File: config.mk
export PLATFORM = sky130hd
export DESIGN_NAME = config_switch_latch
export DESIGN_NICKNAME = d
export VERILOG_FILES = /design/src/rtl/cfg_latch_pkg.sv /design/src/rtl/config_switch_latch.sv /design/src/rtl/switch_sync.sv
export SDC_FILE = /design/constraint.sdc
export NUM_CORES = 1
export LEC_CHECK = 0
export ABC_AREA = 1
export BUFFER_PORTS_ARGS = -buffer_cell sky130_fd_sc_hd__buf_4
export CAP_MARGIN = 20
export CELL_PAD_IN_SITES_DETAIL_PLACEMENT = 0
export CELL_PAD_IN_SITES_GLOBAL_PLACEMENT = 1
export CORE_MARGIN = 2
export CORE_UTILIZATION = 38
export CTS_CLUSTER_DIAMETER = 100
export DETAILED_ROUTE_END_ITERATION = 6
export GPL_TIMING_DRIVEN = 0
export PLACE_DENSITY = 0.81
export SYNTH_ARGS = -nofsm -noshare
export SYNTH_HDL_FRONTEND = slang
export SYNTH_SLANG_ARGS = --single-unit
File: constraint.sdc
create_clock -name pclk -period 1.85 [get_ports pclk]
set_clock_uncertainty 0.1 [all_clocks]
set_input_delay 0.0925 -clock pclk [delete_from_list [all_inputs] [get_ports pclk]]
set_output_delay 0.0925 -clock pclk [all_outputs]
set_load 0.01 [all_outputs]
File: src/rtl/cfg_latch_pkg.sv
// Constants, field layout and state type for the configuration switch latch.
// Assumes a 100 MHz pclk and a 32-bit APB register port with byte addresses.
package cfg_latch_pkg;

    // ========================================================================
    // Clock and timing
    // ========================================================================
    localparam int CLK_PERIOD_NS = 10;
    // Settling time after reset release before the switch code is taken
    localparam int SETTLE_TIME_NS = 80;
    localparam logic [3:0] SETTLE_CYCLES =
        4'((SETTLE_TIME_NS + CLK_PERIOD_NS - 1) / CLK_PERIOD_NS);

    // ========================================================================
    // Register byte addresses
    // ========================================================================
    localparam logic [7:0] ADDR_STATUS = 8'h00;
    localparam logic [7:0] ADDR_SETTINGS = 8'h04;
    localparam logic [7:0] ADDR_REFUSED = 8'h08;

    // ========================================================================
    // Status register fields
    // ========================================================================
    localparam int STAT_VALID_BIT = 0;
    localparam int STAT_CUSTOM_BIT = 1;
    localparam int STAT_IDX_LSB = 2;
    localparam int STAT_SW_LSB = 4;

    // ========================================================================
    // Switch codes: bit 0 is position one, bit 2 position three
    // ========================================================================
    localparam logic [2:0] SW_CUSTOM = 3'h0;
    localparam logic [2:0] SW_PRESET1 = 3'h1;
    localparam logic [2:0] SW_PRESET2 = 3'h2;
    localparam logic [2:0] SW_PRESET3 = 3'h3;
    localparam logic [2:0] SW_PRESET4 = 3'h4;

    // Encoded preset index, preset one is index zero
    localparam logic [1:0] IDX_PRESET1 = 2'h0;
    localparam logic [1:0] IDX_PRESET2 = 2'h1;
    localparam logic [1:0] IDX_PRESET3 = 2'h2;
    localparam logic [1:0] IDX_PRESET4 = 2'h3;

    // ========================================================================
    // Settings words: preset contents and custom default (arbitrary values)
    // ========================================================================
    localparam logic [31:0] PRESET1_WORD = 32'h0000_0011;
    localparam logic [31:0] PRESET2_WORD = 32'h0000_0022;
    localparam logic [31:0] PRESET3_WORD = 32'h0000_0033;
    localparam logic [31:0] PRESET4_WORD = 32'h0000_0044;
    localparam logic [31:0] CUSTOM_DEFAULT = 32'h0000_0000;

    localparam logic [7:0] REFUSED_MAX = 8'hFF;

    // ========================================================================
    // Capture sequencer states
    // ========================================================================
    typedef enum logic [1:0] {
        ST_SETTLE = 2'b00,
        ST_CAPTURE = 2'b01,
        ST_LOCKED = 2'b10
    } latch_state_e;

endpackage : cfg_latch_pkg

File: src/rtl/config_switch_latch.sv
// Configuration switch latch: takes the four-position switch once after
// power-up reset, decodes it to custom mode or one of four locked presets,
// and exposes status and the settings word over APB.
// Assumes presetn is the power-up reset and the switch pins are asynchronous.
//
// Summary of operation
// - Sample switch once after power-up reset
// - Later switch changes ignored until next reset
// - Position four never affects decoding
// - Invalid three-position codes select custom mode
// - Preset locks settings, writes refused
// - Custom mode lets host write settings
// - Decode table: none, 1, 2, 1+2, 3
`timescale 1ns/10ps
`default_nettype none
module config_switch_latch
    import cfg_latch_pkg::*;
(
    // Clock and reset
    input wire logic pclk,
    input wire logic presetn,
    // APB slave
    input wire logic psel,
    input wire logic penable,
    input wire logic pwrite,
    input wire logic [7:0] paddr,
    input wire logic [31:0] pwdata,
    output logic [31:0] prdata,
    output logic pready,
    output logic pslverr,
    // Configuration switch pins
    input wire logic select_pos_one,
    input wire logic select_pos_two,
    input wire logic select_pos_three,
    input wire logic reserved_pos_four,
    // Captured configuration
    output logic config_valid,
    output logic custom_en,
    output logic [1:0] preset_idx,
    output logic [31:0] settings_word
);

    // ========================================================================
    // Declarations
    // ========================================================================
    logic [3:0] sw_sync;
    latch_state_e state_ff;
    latch_state_e nxt_state;
    logic [3:0] settle_cnt_ff;
    logic [3:0] sw_cap_ff;
    logic cfg_valid_ff;
    logic custom_en_ff;
    logic [1:0] preset_idx_ff;
    logic [31:0] settings_ff;
    logic [7:0] refused_cnt_ff;
    logic [31:0] prdata_ff;
    logic pready_ff;
    logic pslverr_ff;
    logic nxt_custom;
    logic [1:0] nxt_idx;
    logic [31:0] nxt_word;
    logic apb_setup;
    logic apb_access;
    logic hit_status;
    logic hit_settings;
    logic hit_refused;
    logic write_allowed;
    logic wr_settings_ok;
    logic wr_settings_bad;
    logic [31:0] read_mux;

    // ========================================================================
    // Switch synchroniser
    // ========================================================================
    switch_sync u_switch_sync (
        .pclk(pclk),
        .presetn(presetn),
        .pin_in({reserved_pos_four, select_pos_three, select_pos_two, select_pos_one}),
        .pin_sync(sw_sync)
    );

    // ========================================================================
    // Switch decode
    // ========================================================================
    // Only positions one to three reach the decoder
    always_comb begin
        nxt_custom = 1'b1;
        nxt_idx = IDX_PRESET1;
        nxt_word = CUSTOM_DEFAULT;
        case (sw_sync[2:0])
            SW_PRESET1: begin
                nxt_custom = 1'b0;
                nxt_idx = IDX_PRESET1;
                nxt_word = PRESET1_WORD;
            end
            SW_PRESET2: begin
                nxt_custom = 1'b0;
                nxt_idx = IDX_PRESET2;
                nxt_word = PRESET2_WORD;
            end
            SW_PRESET3: begin
                nxt_custom = 1'b0;
                nxt_idx = IDX_PRESET3;
                nxt_word = PRESET3_WORD;
            end
            SW_PRESET4: begin
                nxt_custom = 1'b0;
                nxt_idx = IDX_PRESET4;
                nxt_word = PRESET4_WORD;
            end
            default: begin
                // All-off and every unlisted code fall back to custom
                nxt_custom = 1'b1;
                nxt_idx = IDX_PRESET1;
                nxt_word = CUSTOM_DEFAULT;
            end
        endcase
    end

    // ========================================================================
    // Capture sequencer
    // ========================================================================
    // Settle lets the synchroniser fill before the one and only sample
    always_comb begin
        nxt_state = state_ff;
        case (state_ff)
            ST_SETTLE: begin
                if (settle_cnt_ff == SETTLE_CYCLES) begin
                    nxt_state = ST_CAPTURE;
                end
            end
            ST_CAPTURE: begin
                nxt_state = ST_LOCKED;
            end
            ST_LOCKED: begin
                nxt_state = ST_LOCKED;
            end
            default: begin
                nxt_state = ST_SETTLE;
            end
        endcase
    end

    always_ff @(posedge pclk or negedge presetn) begin
        if (!presetn) begin
            state_ff <= ST_SETTLE;
        end else begin
            state_ff <= nxt_state;
        end
    end

    // Settle counter stops once the sample is due
    always_ff @(posedge pclk or negedge presetn) begin
        if (!presetn) begin
            settle_cnt_ff <= 4'h0;
        end else if (state_ff == ST_SETTLE && settle_cnt_ff != SETTLE_CYCLES) begin
            settle_cnt_ff <= settle_cnt_ff + 4'h1;
        end
    end

    // Captured code and decode result, loaded once; only reset reopens it
    always_ff @(posedge pclk or negedge presetn) begin
        if (!presetn) begin
            sw_cap_ff <= 4'h0;
            cfg_valid_ff <= 1'b0;
            custom_en_ff <= 1'b0;
            preset_idx_ff <= IDX_PRESET1;
        end else if (state_ff == ST_CAPTURE) begin
            sw_cap_ff <= sw_sync;
            cfg_valid_ff <= 1'b1;
            custom_en_ff <= nxt_custom;
            preset_idx_ff <= nxt_idx;
        end
    end

    // ========================================================================
    // APB decode
    // ========================================================================
    assign apb_setup = psel && !penable;
    assign apb_access = psel && penable && pready_ff;
    assign hit_status = (paddr == ADDR_STATUS);
    assign hit_settings = (paddr == ADDR_SETTINGS);
    assign hit_refused = (paddr == ADDR_REFUSED);
    // Host edits only in custom mode and only after the sample is taken
    assign write_allowed = cfg_valid_ff && custom_en_ff;
    assign wr_settings_ok = apb_access && pwrite && hit_settings && write_allowed;
    assign wr_settings_bad = apb_access && pwrite && hit_settings && !write_allowed;

    // ========================================================================
    // Settings word
    // ========================================================================
    // Preset loads its fixed word; custom starts from the default word
    always_ff @(posedge pclk or negedge presetn) begin
        if (!presetn) begin
            settings_ff <= CUSTOM_DEFAULT;
        end else if (state_ff == ST_CAPTURE) begin
            settings_ff <= nxt_word;
        end else if (wr_settings_ok) begin
            settings_ff <= pwdata;
        end
    end

    // Refused edits are counted, saturating so it never wraps to zero
    always_ff @(posedge pclk or negedge presetn) begin
        if (!presetn) begin
            refused_cnt_ff <= 8'h00;
        end else if (wr_settings_bad && refused_cnt_ff != REFUSED_MAX) begin
            refused_cnt_ff <= refused_cnt_ff + 8'h01;
        end
    end

    // ========================================================================
    // APB answer
    // ========================================================================
    always_comb begin
        read_mux = 32'h0000_0000;
        if (hit_status) begin
            read_mux[STAT_VALID_BIT] = cfg_valid_ff;
            read_mux[STAT_CUSTOM_BIT] = custom_en_ff;
            read_mux[STAT_IDX_LSB +: 2] = preset_idx_ff;
            read_mux[STAT_SW_LSB +: 4] = sw_cap_ff;
        end else if (hit_settings) begin
            read_mux = settings_ff;
        end else if (hit_refused) begin
            read_mux[7:0] = refused_cnt_ff;
        end
    end

    // Answer prepared in setup so pready and data are flops, no wait state
    always_ff @(posedge pclk or negedge presetn) begin
        if (!presetn) begin
            pready_ff <= 1'b0;
            prdata_ff <= 32'h0000_0000;
            pslverr_ff <= 1'b0;
        end else if (apb_setup) begin
            pready_ff <= 1'b1;
            prdata_ff <= pwrite ? 32'h0000_0000 : read_mux;
            // Unmapped address, or a settings write before the sample or while a preset is locked
            pslverr_ff <= !(hit_status || hit_settings || hit_refused) ||
                          (pwrite && hit_settings && !write_allowed);
        end else begin
            pready_ff <= 1'b0;
            prdata_ff <= 32'h0000_0000;
            pslverr_ff <= 1'b0;
        end
    end

    // ========================================================================
    // Outputs
    // ========================================================================
    assign prdata = prdata_ff;
    assign pready = pready_ff;
    assign pslverr = pslverr_ff;
    assign config_valid = cfg_valid_ff;
    assign custom_en = custom_en_ff;
    assign preset_idx = preset_idx_ff;
    assign settings_word = settings_ff;
endmodule : config_switch_latch
`default_nettype wire

File: src/rtl/switch_sync.sv
// Two-stage synchroniser for the four switch pins.
// Assumes pins are quasi-static levels unrelated to pclk.
`timescale 1ns/10ps
`default_nettype none
module switch_sync (
    // Clock and reset
    input wire logic pclk,
    input wire logic presetn,
    // Raw pins and synchronised levels
    input wire logic [3:0] pin_in,
    output logic [3:0] pin_sync
);

    // ========================================================================
    // Synchroniser stages
    // ========================================================================
    logic [3:0] meta_ff;
    logic [3:0] sync_ff;

    // First stage feeds only the second stage
    always_ff @(posedge pclk or negedge presetn) begin
        if (!presetn) begin
            meta_ff <= 4'h0;
            sync_ff <= 4'h0;
        end else begin
            meta_ff <= pin_in;
            sync_ff <= meta_ff;
        end
    end

    assign pin_sync = sync_ff;

endmodule : switch_sync
`default_nettype wire

==> results of run 1 <==
-- tightest hold or removal path, stage by stage --
cell and delay [ns]:
buf_4 0.11, nand3_4 0.13, nand3_1 0.10, nand2_1 0.05
-- worst paths after layout --
check | from | endpoint | cells past startpoint | slack, ns
setup / recovery | state_ff[0]$_DFFE_PN0N_ | settings_word[0]$_DFFE_PN0P_ | 6 | 0.14
hold / removal | pwrite | settings_word[14]$_DFFE_PN0P_ | 4 | 0.08
setup reg to reg | state_ff[0]$_DFFE_PN0N_ | settings_word[0]$_DFFE_PN0P_ | 6 | 0.14
hold reg to reg | u_switch_sync.meta_ff[1]$_DFF_PN0_ | u_switch_sync.pin_sync[1]$_DFF_PN0_ | 0 | 0.26
max in group asynchronous | presetn | config_valid$_DFFE_PN0P_ | 3 | 0.82
min in group asynchronous | presetn | settle_cnt_ff[0]$_DFFE_PN0P_ | 2 | 0.16
-- state kept, by name (all words and copies together) (netlist names), 2 cells and up --
signal and count:
prdata 32, state_ff 2, settle_cnt_ff 4, settings_word 32
u_switch_sync.pin_sync 4, refused_cnt_ff 8, u_switch_sync.meta_ff 4, sw_cap_ff 4
preset_idx 2
-- cell type report --
type	count	area, um^2
sequential	96	2400
multi-input combinational	299	1500
buffer	17	133
clock buffer	9	225
fill	1035	4860
inverter	68	255
tap	140	175
clock inverter	7	70.1
timing repair buffer	159	1310
-- per-stage QoR --
stage	hold WS [ns]	utilization, %
after floorplan	-0.303	-
after global placement	0.102	48.9
after detailed placement	-0.00724	49.2
after CTS	0.0860	55.5
after global routing	0.125	55.6
final	0.0820	55.6
-- placed cells by master, fill, tap and decap left out, types with 5 or more instances in the layout --
cell type / n
nand2_1: 117
buf_2: 7
nand3_1: 67
nand4_1: 27
inv_2: 7
o21ai_0: 8
ha_1: 5
nor2_1: 41
dfrtp_1: 96
a21oi_1: 8
nand2_2: 5
buf_4: 118
inv_1: 60
buf_6: 8
clkbuf_16: 9
dlygate4sd3_1: 40
-- timing repair --
| action | in CTS | in global routing |
|---|---|---|
| endpoints found under the hold margin | 74 | 0 |
| hold buffers | 40 | 0 |
| gates resized for setup | 0 | 2 |
| pin swaps | 0 | 0 |
| cloned | 0 | 0 |
| setup endpoints to repair | 9 | 8 |
-- cells in the mapped netlist, drive strengths merged --
library cell  number
nand2            122
dfrtp             96
nand3             70
inv               67
nor2              47
nand4             28
buf               17
a21oi              8
o21ai              8
ha                 5
xor2               3
a211oi             1
a21boi             1
clkbuf             1
clkinv             1
nand3b             1
nor3               1
o2111ai            1
o211ai             1
o311ai             1
xnor2              1
-- per-layer routing --
metal	global-route usage (%)	wire [um]	up-vias
met2	32.3	5500	117
li1	-	-	1877
met1	25.6	4890	1784
met3	3.59	624	23
met4	7.23	259	0
met5	0	0	-
-- cell families (layout without fill, tap and decap cells) --
kind of cell | Yosys count | in the layout | share of synthesized area (%)
xor gates and xnor gates | 4 | 4 | 0.817
buffers and inverters | 86 | 260 | 9.13
and+or+nand+nor | 269 | 269 | 29.8
AOI/OAI and AO/OA | 21 | 21 | 2.80
adders and majority gates | 5 | 5 | 1.46
DFF | 96 | 96 | 56.0
-- power by group through the flow --
| stage | Combinational, uW | Sequential (uW) | Clock (uW) |
|---|---|---|---|
| after detailed placement | 254 | 2190 | 0 |
| final | 320 | 2150 | 1830 |
| after CTS | 323 | 2150 | 1870 |
| after global routing | 357 | 2150 | 1960 |
| after global placement | 241 | 2190 | 0 |
| after floorplan | 71.9 | 2190 | 0 |
==> results.ini, run 1 <==
[power_and_ir_drop]
leakage_uw=0.00326
power.internal_uw=3240
vdd_drop_max_mv=0.563
p_sw_uw=1060
pwr_density_cell_mw_per_mm2=707
comb_power_share_pct=7.4
swShare_pct=24.6
clkPwrFrac_pct=42.6
power.total_uw=4300
seq_power_share_pct=50.0

[grt]
grt_max_degree=61
grt_usage_pct=19.5
first_global_vias=3772
grt_pass1_wl_mm=18.1
overflow=0
antenna_found_initial=0

[worst_setup_path]
path_class=reg -> reg
critPathTopFamily=buffers and inverters
cpMaxStageDelayCell=dfrtp_1
slowest_delay_ns=0.38
crit_arrival_ns=1.84
start_kind=register
critPathMostFrequentCell=nand2_1
cp.required_ns=1.98
cp_num_buf_inv=2
worst_setup_path_end_kind=register
path_cells=ha_1 > inv_2 > buf_2 > nand2_2 > nand2_1 > nand2_1
crit_fanout=19

[logic_synthesis]
netlist_instances=481
yosysWarnings=0
syn_nets=535
synth-seq-area-share_pct=56.0
ys_top_cells_by_area=dfrtp_1 56%, nand2_1 10%, nand3_1 7.8%, inv_1 5.3%, nand4_1 3.9%
yosysUniqueCellTypes=31
ys_ff_latch=96
synth_area_mm2=0.00429
yosysTopAreaCell=dfrtp_1
synth_top_area_share_pct=56.0
synth.avg_cell_area_um2=8.92

[place]
dpl.cell_count=740
port_buffers=118
gp_congestion=0.827
dpl-instance-area_mm2=0.00538
dpl.hpwl_mm=8.23
place_ws_ns=-0.00964

[clock_network]
post_cts_buffers=0
htree_levels=3
cts_sinks=96
cts_tree=built
clk_latency_ns=0.34
cts_root_buf=clkbuf_16
numCtsBuffers=9
path_clk_slew_ns=0.07
clk_path_buf_depth=2

[cells_and_area]
area_growth_syn_to_layout_pct=41.7
design_area_mm2=0.00608
finish.net_count=704
diodes=0
drive_above_1_share_pct=26.3
final_cell_count_no_fill=795

[route]
first_pass_iters=4
vias=3801
ant_nets=0
wl_per_cell_um=14.2
wirelength_mm=11.3
vias_per_cell=4.78
dr.first_iter.drc_count=234
drc=0

[die]
start_util_pct=39.2
io_pins=119
die_width_um=110
fp.dieArea_mm2=0.0122
rows=38
fp.dieH_um=110
coreArea_mm2=0.0109

[sta]
layout_setup_ws_ns=0.141
slew_headroom_pct=64.9
tightest_slew_ns=0.525
slew_viol_final=0
hold_violations=0
fin_tns_setup_ns=0
setup_viol=0
fmaxAchievable_ghz=0.585
finalCritPeriodShare_pct=92.4
period_minus_slack_ns=1.71
rsz0062_at_grt=false

[worst_hold_path]
min_path_type=in -> reg

[flow_run]
maxCapViolCount=0

[outcome]
status=finished clean

(Power assumes the default switching activity.)
==> run 2: changes to the inputs <==
==> constraint.sdc (replaced) <==
create_clock -name pclk -period 1.85 [get_ports pclk]
set_clock_uncertainty 0.1 [all_clocks]
set_input_delay 0.185 -clock pclk [delete_from_list [all_inputs] [get_ports pclk]]
set_output_delay 0.185 -clock pclk [all_outputs]
set_load 0.01 [all_outputs]
==> run 2 against run 1 <==
Effect of this change: highest routed layer unchanged; flip-flop and latch count unchanged; sequential power about the same; die area did not move; wire length is 1.3% lower; clock-buffer cell count did not move; total power fell by 0.54%; via count fell by 2.1%; fmax grew 0.48%; setup slack gained 0.0081 ns; first-iteration DRC count decreased by 0.85%; global-route usage shrank 0.19 points; largest power group unchanged; register-to-register slack about the same.
==> results.ini, run 2 (synthesis results as in run 1) <==
[outcome]
status=finished clean

[cells_and_area]
area_growth_syn_to_layout_pct=38.0
diodes=0
drive_above_1_share_pct=26.9
final_util_pct=54.1
layout_common_cells=118 x buf_4, 117 x nand2_1, 96 x dfrtp_1, 67 x nand3_1, 60 x inv_1
final_common_cell=buf_4
finish.net_count=688

[clock_network]
cts_sinks=96
numCtsBuffers=9
htree_levels=3
clk_path_buf_depth=2
clk_latency_ns=0.34
path_clk_slew_ns=0.07
cts_tree=built
cts_root_buf=clkbuf_16

[sta]
slew_viol_final=0
setup_viol=0
tightest_slew_ns=0.524
rsz0062_at_grt=false
whs_ns=0.00419
period_minus_slack_ns=1.70
slew_headroom_pct=64.9
hold_violations=0
finalCritPeriodShare_pct=91.9
fmaxAchievable_ghz=0.588

[grt]
grt_pass1_wl_mm=17.9
overflow=0
antenna_found_initial=0
grt_usage_pct=19.3
first_global_vias=3712
grt_max_degree=61

[route]
vias=3723
ant_nets=0
drc=0
vias_per_cell=4.78
wl_per_cell_um=14.3
dr.first_iter.drc_count=232
wirelength_mm=11.1
first_pass_iters=4

[die]
coreArea_mm2=0.0109
start_util_pct=39.2
fp.dieH_um=110
die_width_um=110
io_pins=119
fp.dieArea_mm2=0.0122
rows=38

[worst_setup_path]
startpoint=state_ff[0]$_DFFE_PN0N_
r2r-start=state_ff[0]$_DFFE_PN0N_
crit_fanout=19
worst_setup_path_end_kind=register
start_kind=register
path_class=reg -> reg
rrSetupSlack_ns=0.15
crit_arrival_ns=1.83
cp.required_ns=1.98

[power_and_ir_drop]
pwr_density_cell_mw_per_mm2=722
vdd_drop_max_mv=0.565
leakage_uw=0.00319

[place]
port_buffers=118
gp_congestion=0.827
dpl.hpwl_mm=8.23

[worst_hold_path]
min_path_type=in -> reg
hold_path_startpoint=pwdata[29]

[flow_run]
maxCapViolCount=0

run 2: cell types whose count changed in the layout (fill, tap and decap cells not counted):
cell	previous run	this run
dlygate4sd3_1	40	24
run 2: routing by layer:
| layer | wire length [um] | track usage [%] | share of wire (%) | vias to the layer above |
|---|---|---|---|---|
| met5 | 0 | 0 | 0 | - |
| met4 | 256 | 7.32 | 2.3 | 0 |
| met3 | 553 | 3.53 | 5.0 | 21 |
| met2 | 5380 | 31.6 | 48 | 96 |
| met1 | 4930 | 25.6 | 44 | 1759 |
| li1 | - | - | - | 1847 |
run 2: final timing paths:
check                                                       to  cells past startpoint
max                               settings_word[0]$_DFFE_PN0P_                      6
min                              settings_word[29]$_DFFE_PN0P_                      3
min reg2reg                u_switch_sync.pin_sync[1]$_DFF_PN0_                      0
max in group asynchronous             config_valid$_DFFE_PN0P_                      3
max reg2reg                       settings_word[0]$_DFFE_PN0P_                      6
min in group asynchronous         settle_cnt_ff[0]$_DFFE_PN0P_                      2
run 2: what timing repair did:
item | in CTS | in global routing
endpoints found under the setup margin | 9 | 8
gates resized for setup | 0 | 2
hold buffers | 24 | 0
hold endpoints to repair | 59 | 0
gates cloned | 0 | 0
buffers inserted | 0 | 0
run 2: where the power goes:
part | switching, uW | internal [uW]
sequential | 23.1 | 2120
combinational | 147 | 145
clock | 884 | 950
run 2: layout make-up:
| class | instances | area (um^2) |
|---|---|---|
| Fill cell | 1054 | 5020 |
| Sequential cell | 96 | 2400 |
| Multi-Input combinational cell | 299 | 1500 |
| Timing Repair Buffer | 143 | 1150 |
| Inverter | 68 | 255 |
| Clock buffer | 9 | 225 |
| Tap cell | 140 | 175 |
| Buffer | 17 | 133 |
| Clock inverter | 7 | 70.1 |
run 2: metrics by stage:
step	setup slack (ns)	cell area, um^2	power [uW]	cells	setup TNS, ns
final	0.150	5920	4270	779	0
after global routing	0.00556	5920	4440	779	0
after CTS	0.0135	5910	4320	779	0
after detailed placement	-0.00964	5380	2440	740	-0.0143
after global placement	0.0233	5350	2430	739	0
after floorplan	0.323	4290	2260	481	0
run 2: worst max-delay path: stages, from the launching register on:
cell and delay [ns]:
dfrtp_1 0.38, ha_1 0.27, inv_2 0.13, buf_2 0.38, nand2_2 0.16, nand2_1 0.12, nand2_1 0.05
==> run 3: changes to the inputs <==
--- a/config.mk
+++ b/config.mk
@@ -11,11 +11,12 @@
 export CELL_PAD_IN_SITES_DETAIL_PLACEMENT = 0
 export CELL_PAD_IN_SITES_GLOBAL_PLACEMENT = 1
 export CORE_MARGIN = 2
-export CORE_UTILIZATION = 38
+export CORE_UTILIZATION = 39
 export CTS_CLUSTER_DIAMETER = 100
 export DETAILED_ROUTE_END_ITERATION = 6
 export GPL_TIMING_DRIVEN = 0
-export PLACE_DENSITY = 0.81
+export PLACE_DENSITY = 0.82
 export SYNTH_ARGS = -nofsm -noshare
 export SYNTH_HDL_FRONTEND = slang
+export SYNTH_HIERARCHICAL = 1
 export SYNTH_SLANG_ARGS = --single-unit
==> run 3 against run 2 <==
Effect of this change: first-iteration DRC count shrank 8.6%; die area is 2.3% lower; worst hold slack improved by 0.030 ns; setup slack improved by 0.071 ns; combinational power rose by 6%; critical endpoint is now refused_cnt_ff[2]$_DFFE_PN0P_.
==> results.ini, run 3 <==
[logic_synthesis]
async_flop_share_pct=100
synth_edf_count=0
yosysUniqueCellTypes=32
ys.flop_type=dfrtp_1
synth_common_cells=118 x nand2_1, 96 x dfrtp_1, 65 x nand3_1
ys_ff_latch=96
synth_area_mm2=0.00430
yosysWarnings=6
syn_nets=533
synth_top_area_share_pct=55.9
yosysMostFrequentCell=nand2_1
ys_top_cells_by_area=dfrtp_1 56%, nand2_1 10%, nand3_1 7.6%, inv_1 5.4%, nand4_1 4.1%
netlist_instances=479
synth-seq-area-share_pct=55.9
synth.avg_cell_area_um2=8.97
yosysTopAreaCell=dfrtp_1

[sta]
finalCritPeriodShare_pct=88.1
rsz0062_at_grt=false
slew_headroom_pct=58.4
fmaxAchievable_ghz=0.614
setup_viol=0
tightest_slew_ns=0.624
hold_violations=0
period_minus_slack_ns=1.63
layout_setup_ws_ns=0.221
fin_tns_setup_ns=0
slew_viol_final=0

[cells_and_area]
final_cell_count_no_fill=788
final_util_pct=55.3
finish.net_count=697
area_growth_syn_to_layout_pct=39.0
drive_above_1_share_pct=26.1
layout_common_cells=118 x buf_4, 117 x nand2_1, 96 x dfrtp_1, 65 x nand3_1, 62 x inv_1
diodes=0
final_common_cell=buf_4

[power_and_ir_drop]
swShare_pct=22.2
vdd_drop_max_mv=0.390
clkPwrFrac_pct=40.0
power.internal_uw=3180
pwr_density_cell_mw_per_mm2=685
comb_power_share_pct=7.6
leakage_uw=0.00321
p_sw_uw=906
seq_power_share_pct=52.4

[route]
vias_per_cell=4.75
wl_per_cell_um=13.6
ant_nets=0
first_pass_iters=6
wirelength_mm=10.8
vias=3741
drc=0
dr.first_iter.drc_count=212

[worst_setup_path]
path_class=reg -> reg
crit_arrival_ns=1.78
start_kind=register
r2r-end=refused_cnt_ff[2]$_DFFE_PN0P_
r2r-start=refused_cnt_ff[0]$_DFFE_PN0P_
crit_fanout=9
r2r_cells=7
worst_setup_path_end_kind=register
rrSetupSlack_ns=0.22
worstSetupEndpoint=refused_cnt_ff[2]$_DFFE_PN0P_
cp.required_ns=2.01
startpoint=refused_cnt_ff[0]$_DFFE_PN0P_

[grt]
grt_pass1_wl_mm=17.3
grt_max_degree=51
overflow=0
first_global_vias=3550
antenna_found_initial=0
grt_usage_pct=18.8

[flow_run]
maxCapViolCount=0

[clock_network]
clk_path_buf_depth=2
clk_latency_ns=0.36
htree_levels=3
cts_tree=built
post_cts_buffers=0
cts_sinks=96
numCtsBuffers=9
path_clk_slew_ns=0.09
cts_root_buf=clkbuf_8

[place]
place_ws_ns=0.0243
dpl.hpwl_mm=7.95
port_buffers=118
dpl.cell_count=738
gp_congestion=0.831

[worst_hold_path]
min_path_type=in -> reg

[die]
fp.dieH_um=109
die_width_um=109
start_util_pct=39.8
io_pins=119
rows=38
fp.dieArea_mm2=0.0119
coreArea_mm2=0.0108

[outcome]
status=finished clean

run 3: changes by cell type in the layout (fill, tap and decap cells not counted), moves of 2 or more:
| cell | before | now |
|---|---|---|
| buf_8 | 0 | 2 |
| a21oi_1 | 8 | 6 |
| bufinv_16 | 0 | 3 |
| inv_8 | 2 | 0 |
| dlygate4sd3_1 | 24 | 34 |
| buf_6 | 8 | 6 |
| clkbuf_16 | 9 | 0 |
| clkbuf_8 | 0 | 9 |
| nand3_1 | 67 | 65 |
| inv_1 | 60 | 62 |
| o21ai_0 | 8 | 11 |
| inv_2 | 7 | 4 |
run 3: routing by layer:
layer / vias up / track usage (%) / part of all wire [%]
li1: 1858 / - / -
met1: 1774 / 25.4 / 45
met2: 93 / 30.2 / 50
met3: 16 / 2.39 / 3.7
met4: 0 / 8.61 / 2.1
met5: - / 0 / 0
run 3: final cells by class:
| type | instances | area [um^2] |
|---|---|---|
| buffer | 18 | 145 |
| clock buffer | 9 | 124 |
| clock inverter | 7 | 118 |
| fill | 951 | 4820 |
| inverter | 68 | 258 |
| multi-input combinational | 297 | 1490 |
| sequential | 96 | 2400 |
| tap | 140 | 175 |
| timing repair buffer | 153 | 1250 |
run 3: power groups by stage:
stage          Clock (uW)  Combinational [uW]  Sequential [uW]
2_1_floorplan           0                71.5             2190
3_3_place_gp            0                 240             2190
3_5_place_dp            0                 252             2190
4_1_cts              1680                 313             2150
5_1_grt              1780                 341             2150
6_report             1640                 309             2140
run 3: metrics by stage:
stage               hold slack [ns]  area [um^2]  power [uW]
detailed placement            0.142         5380        2440
CTS                          0.0118         5970        4140
finish                       0.0340         5970        4090
global route                 0.0272         5970        4270
global placement              0.195         5360        2430
floorplan                    -0.211         4300        2260
run 3: how the worst min path moves through the flow:
stage | endpoint | startpoint | slack [ns] | depth (start not counted)
6_report | pslverr$_DFF_PN0_ | pwrite | 0.03 | 3
5_1_grt | pslverr$_DFF_PN0_ | pwrite | 0.03 | 3
4_1_cts | pslverr$_DFF_PN0_ | pwrite | 0.01 | 3
3_5_place_dp | u_switch_sync/meta_ff[3]$_DFF_PN0_ | presetn | 0.14 | 1
3_3_place_gp | u_switch_sync/meta_ff[3]$_DFF_PN0_ | reserved_pos_four | 0.19 | 1
2_1_floorplan | config_valid$_DFFE_PN0P_ | presetn | -0.21 | 0
run 3: worst max-delay path, cell delays in order, from the launching register on:
cell     delay, ns
dfrtp_1       0.44
ha_1          0.24
nand3_1       0.12
inv_1         0.09
nand2_2       0.18
nand4_4       0.19
nand2_1       0.10
nand2_1       0.06
run 3: what timing repair did:
action                                 4_1_cts  5_1_grt
gates resized for setup                      0        3
setup endpoints to repair                    0       18
hold buffers                                34        0
endpoints found under the hold margin       78        0
run 3: cells by family after synthesis:
family	synth area share [%]
flip-flops	55.9
adder cells (fa/ha/maj)	1.46
AO/OA/AOI/OAI	3.09
buffers and inverters	9.35
AND/OR/NAND/NOR	29.4
XOR/XNOR	0.816
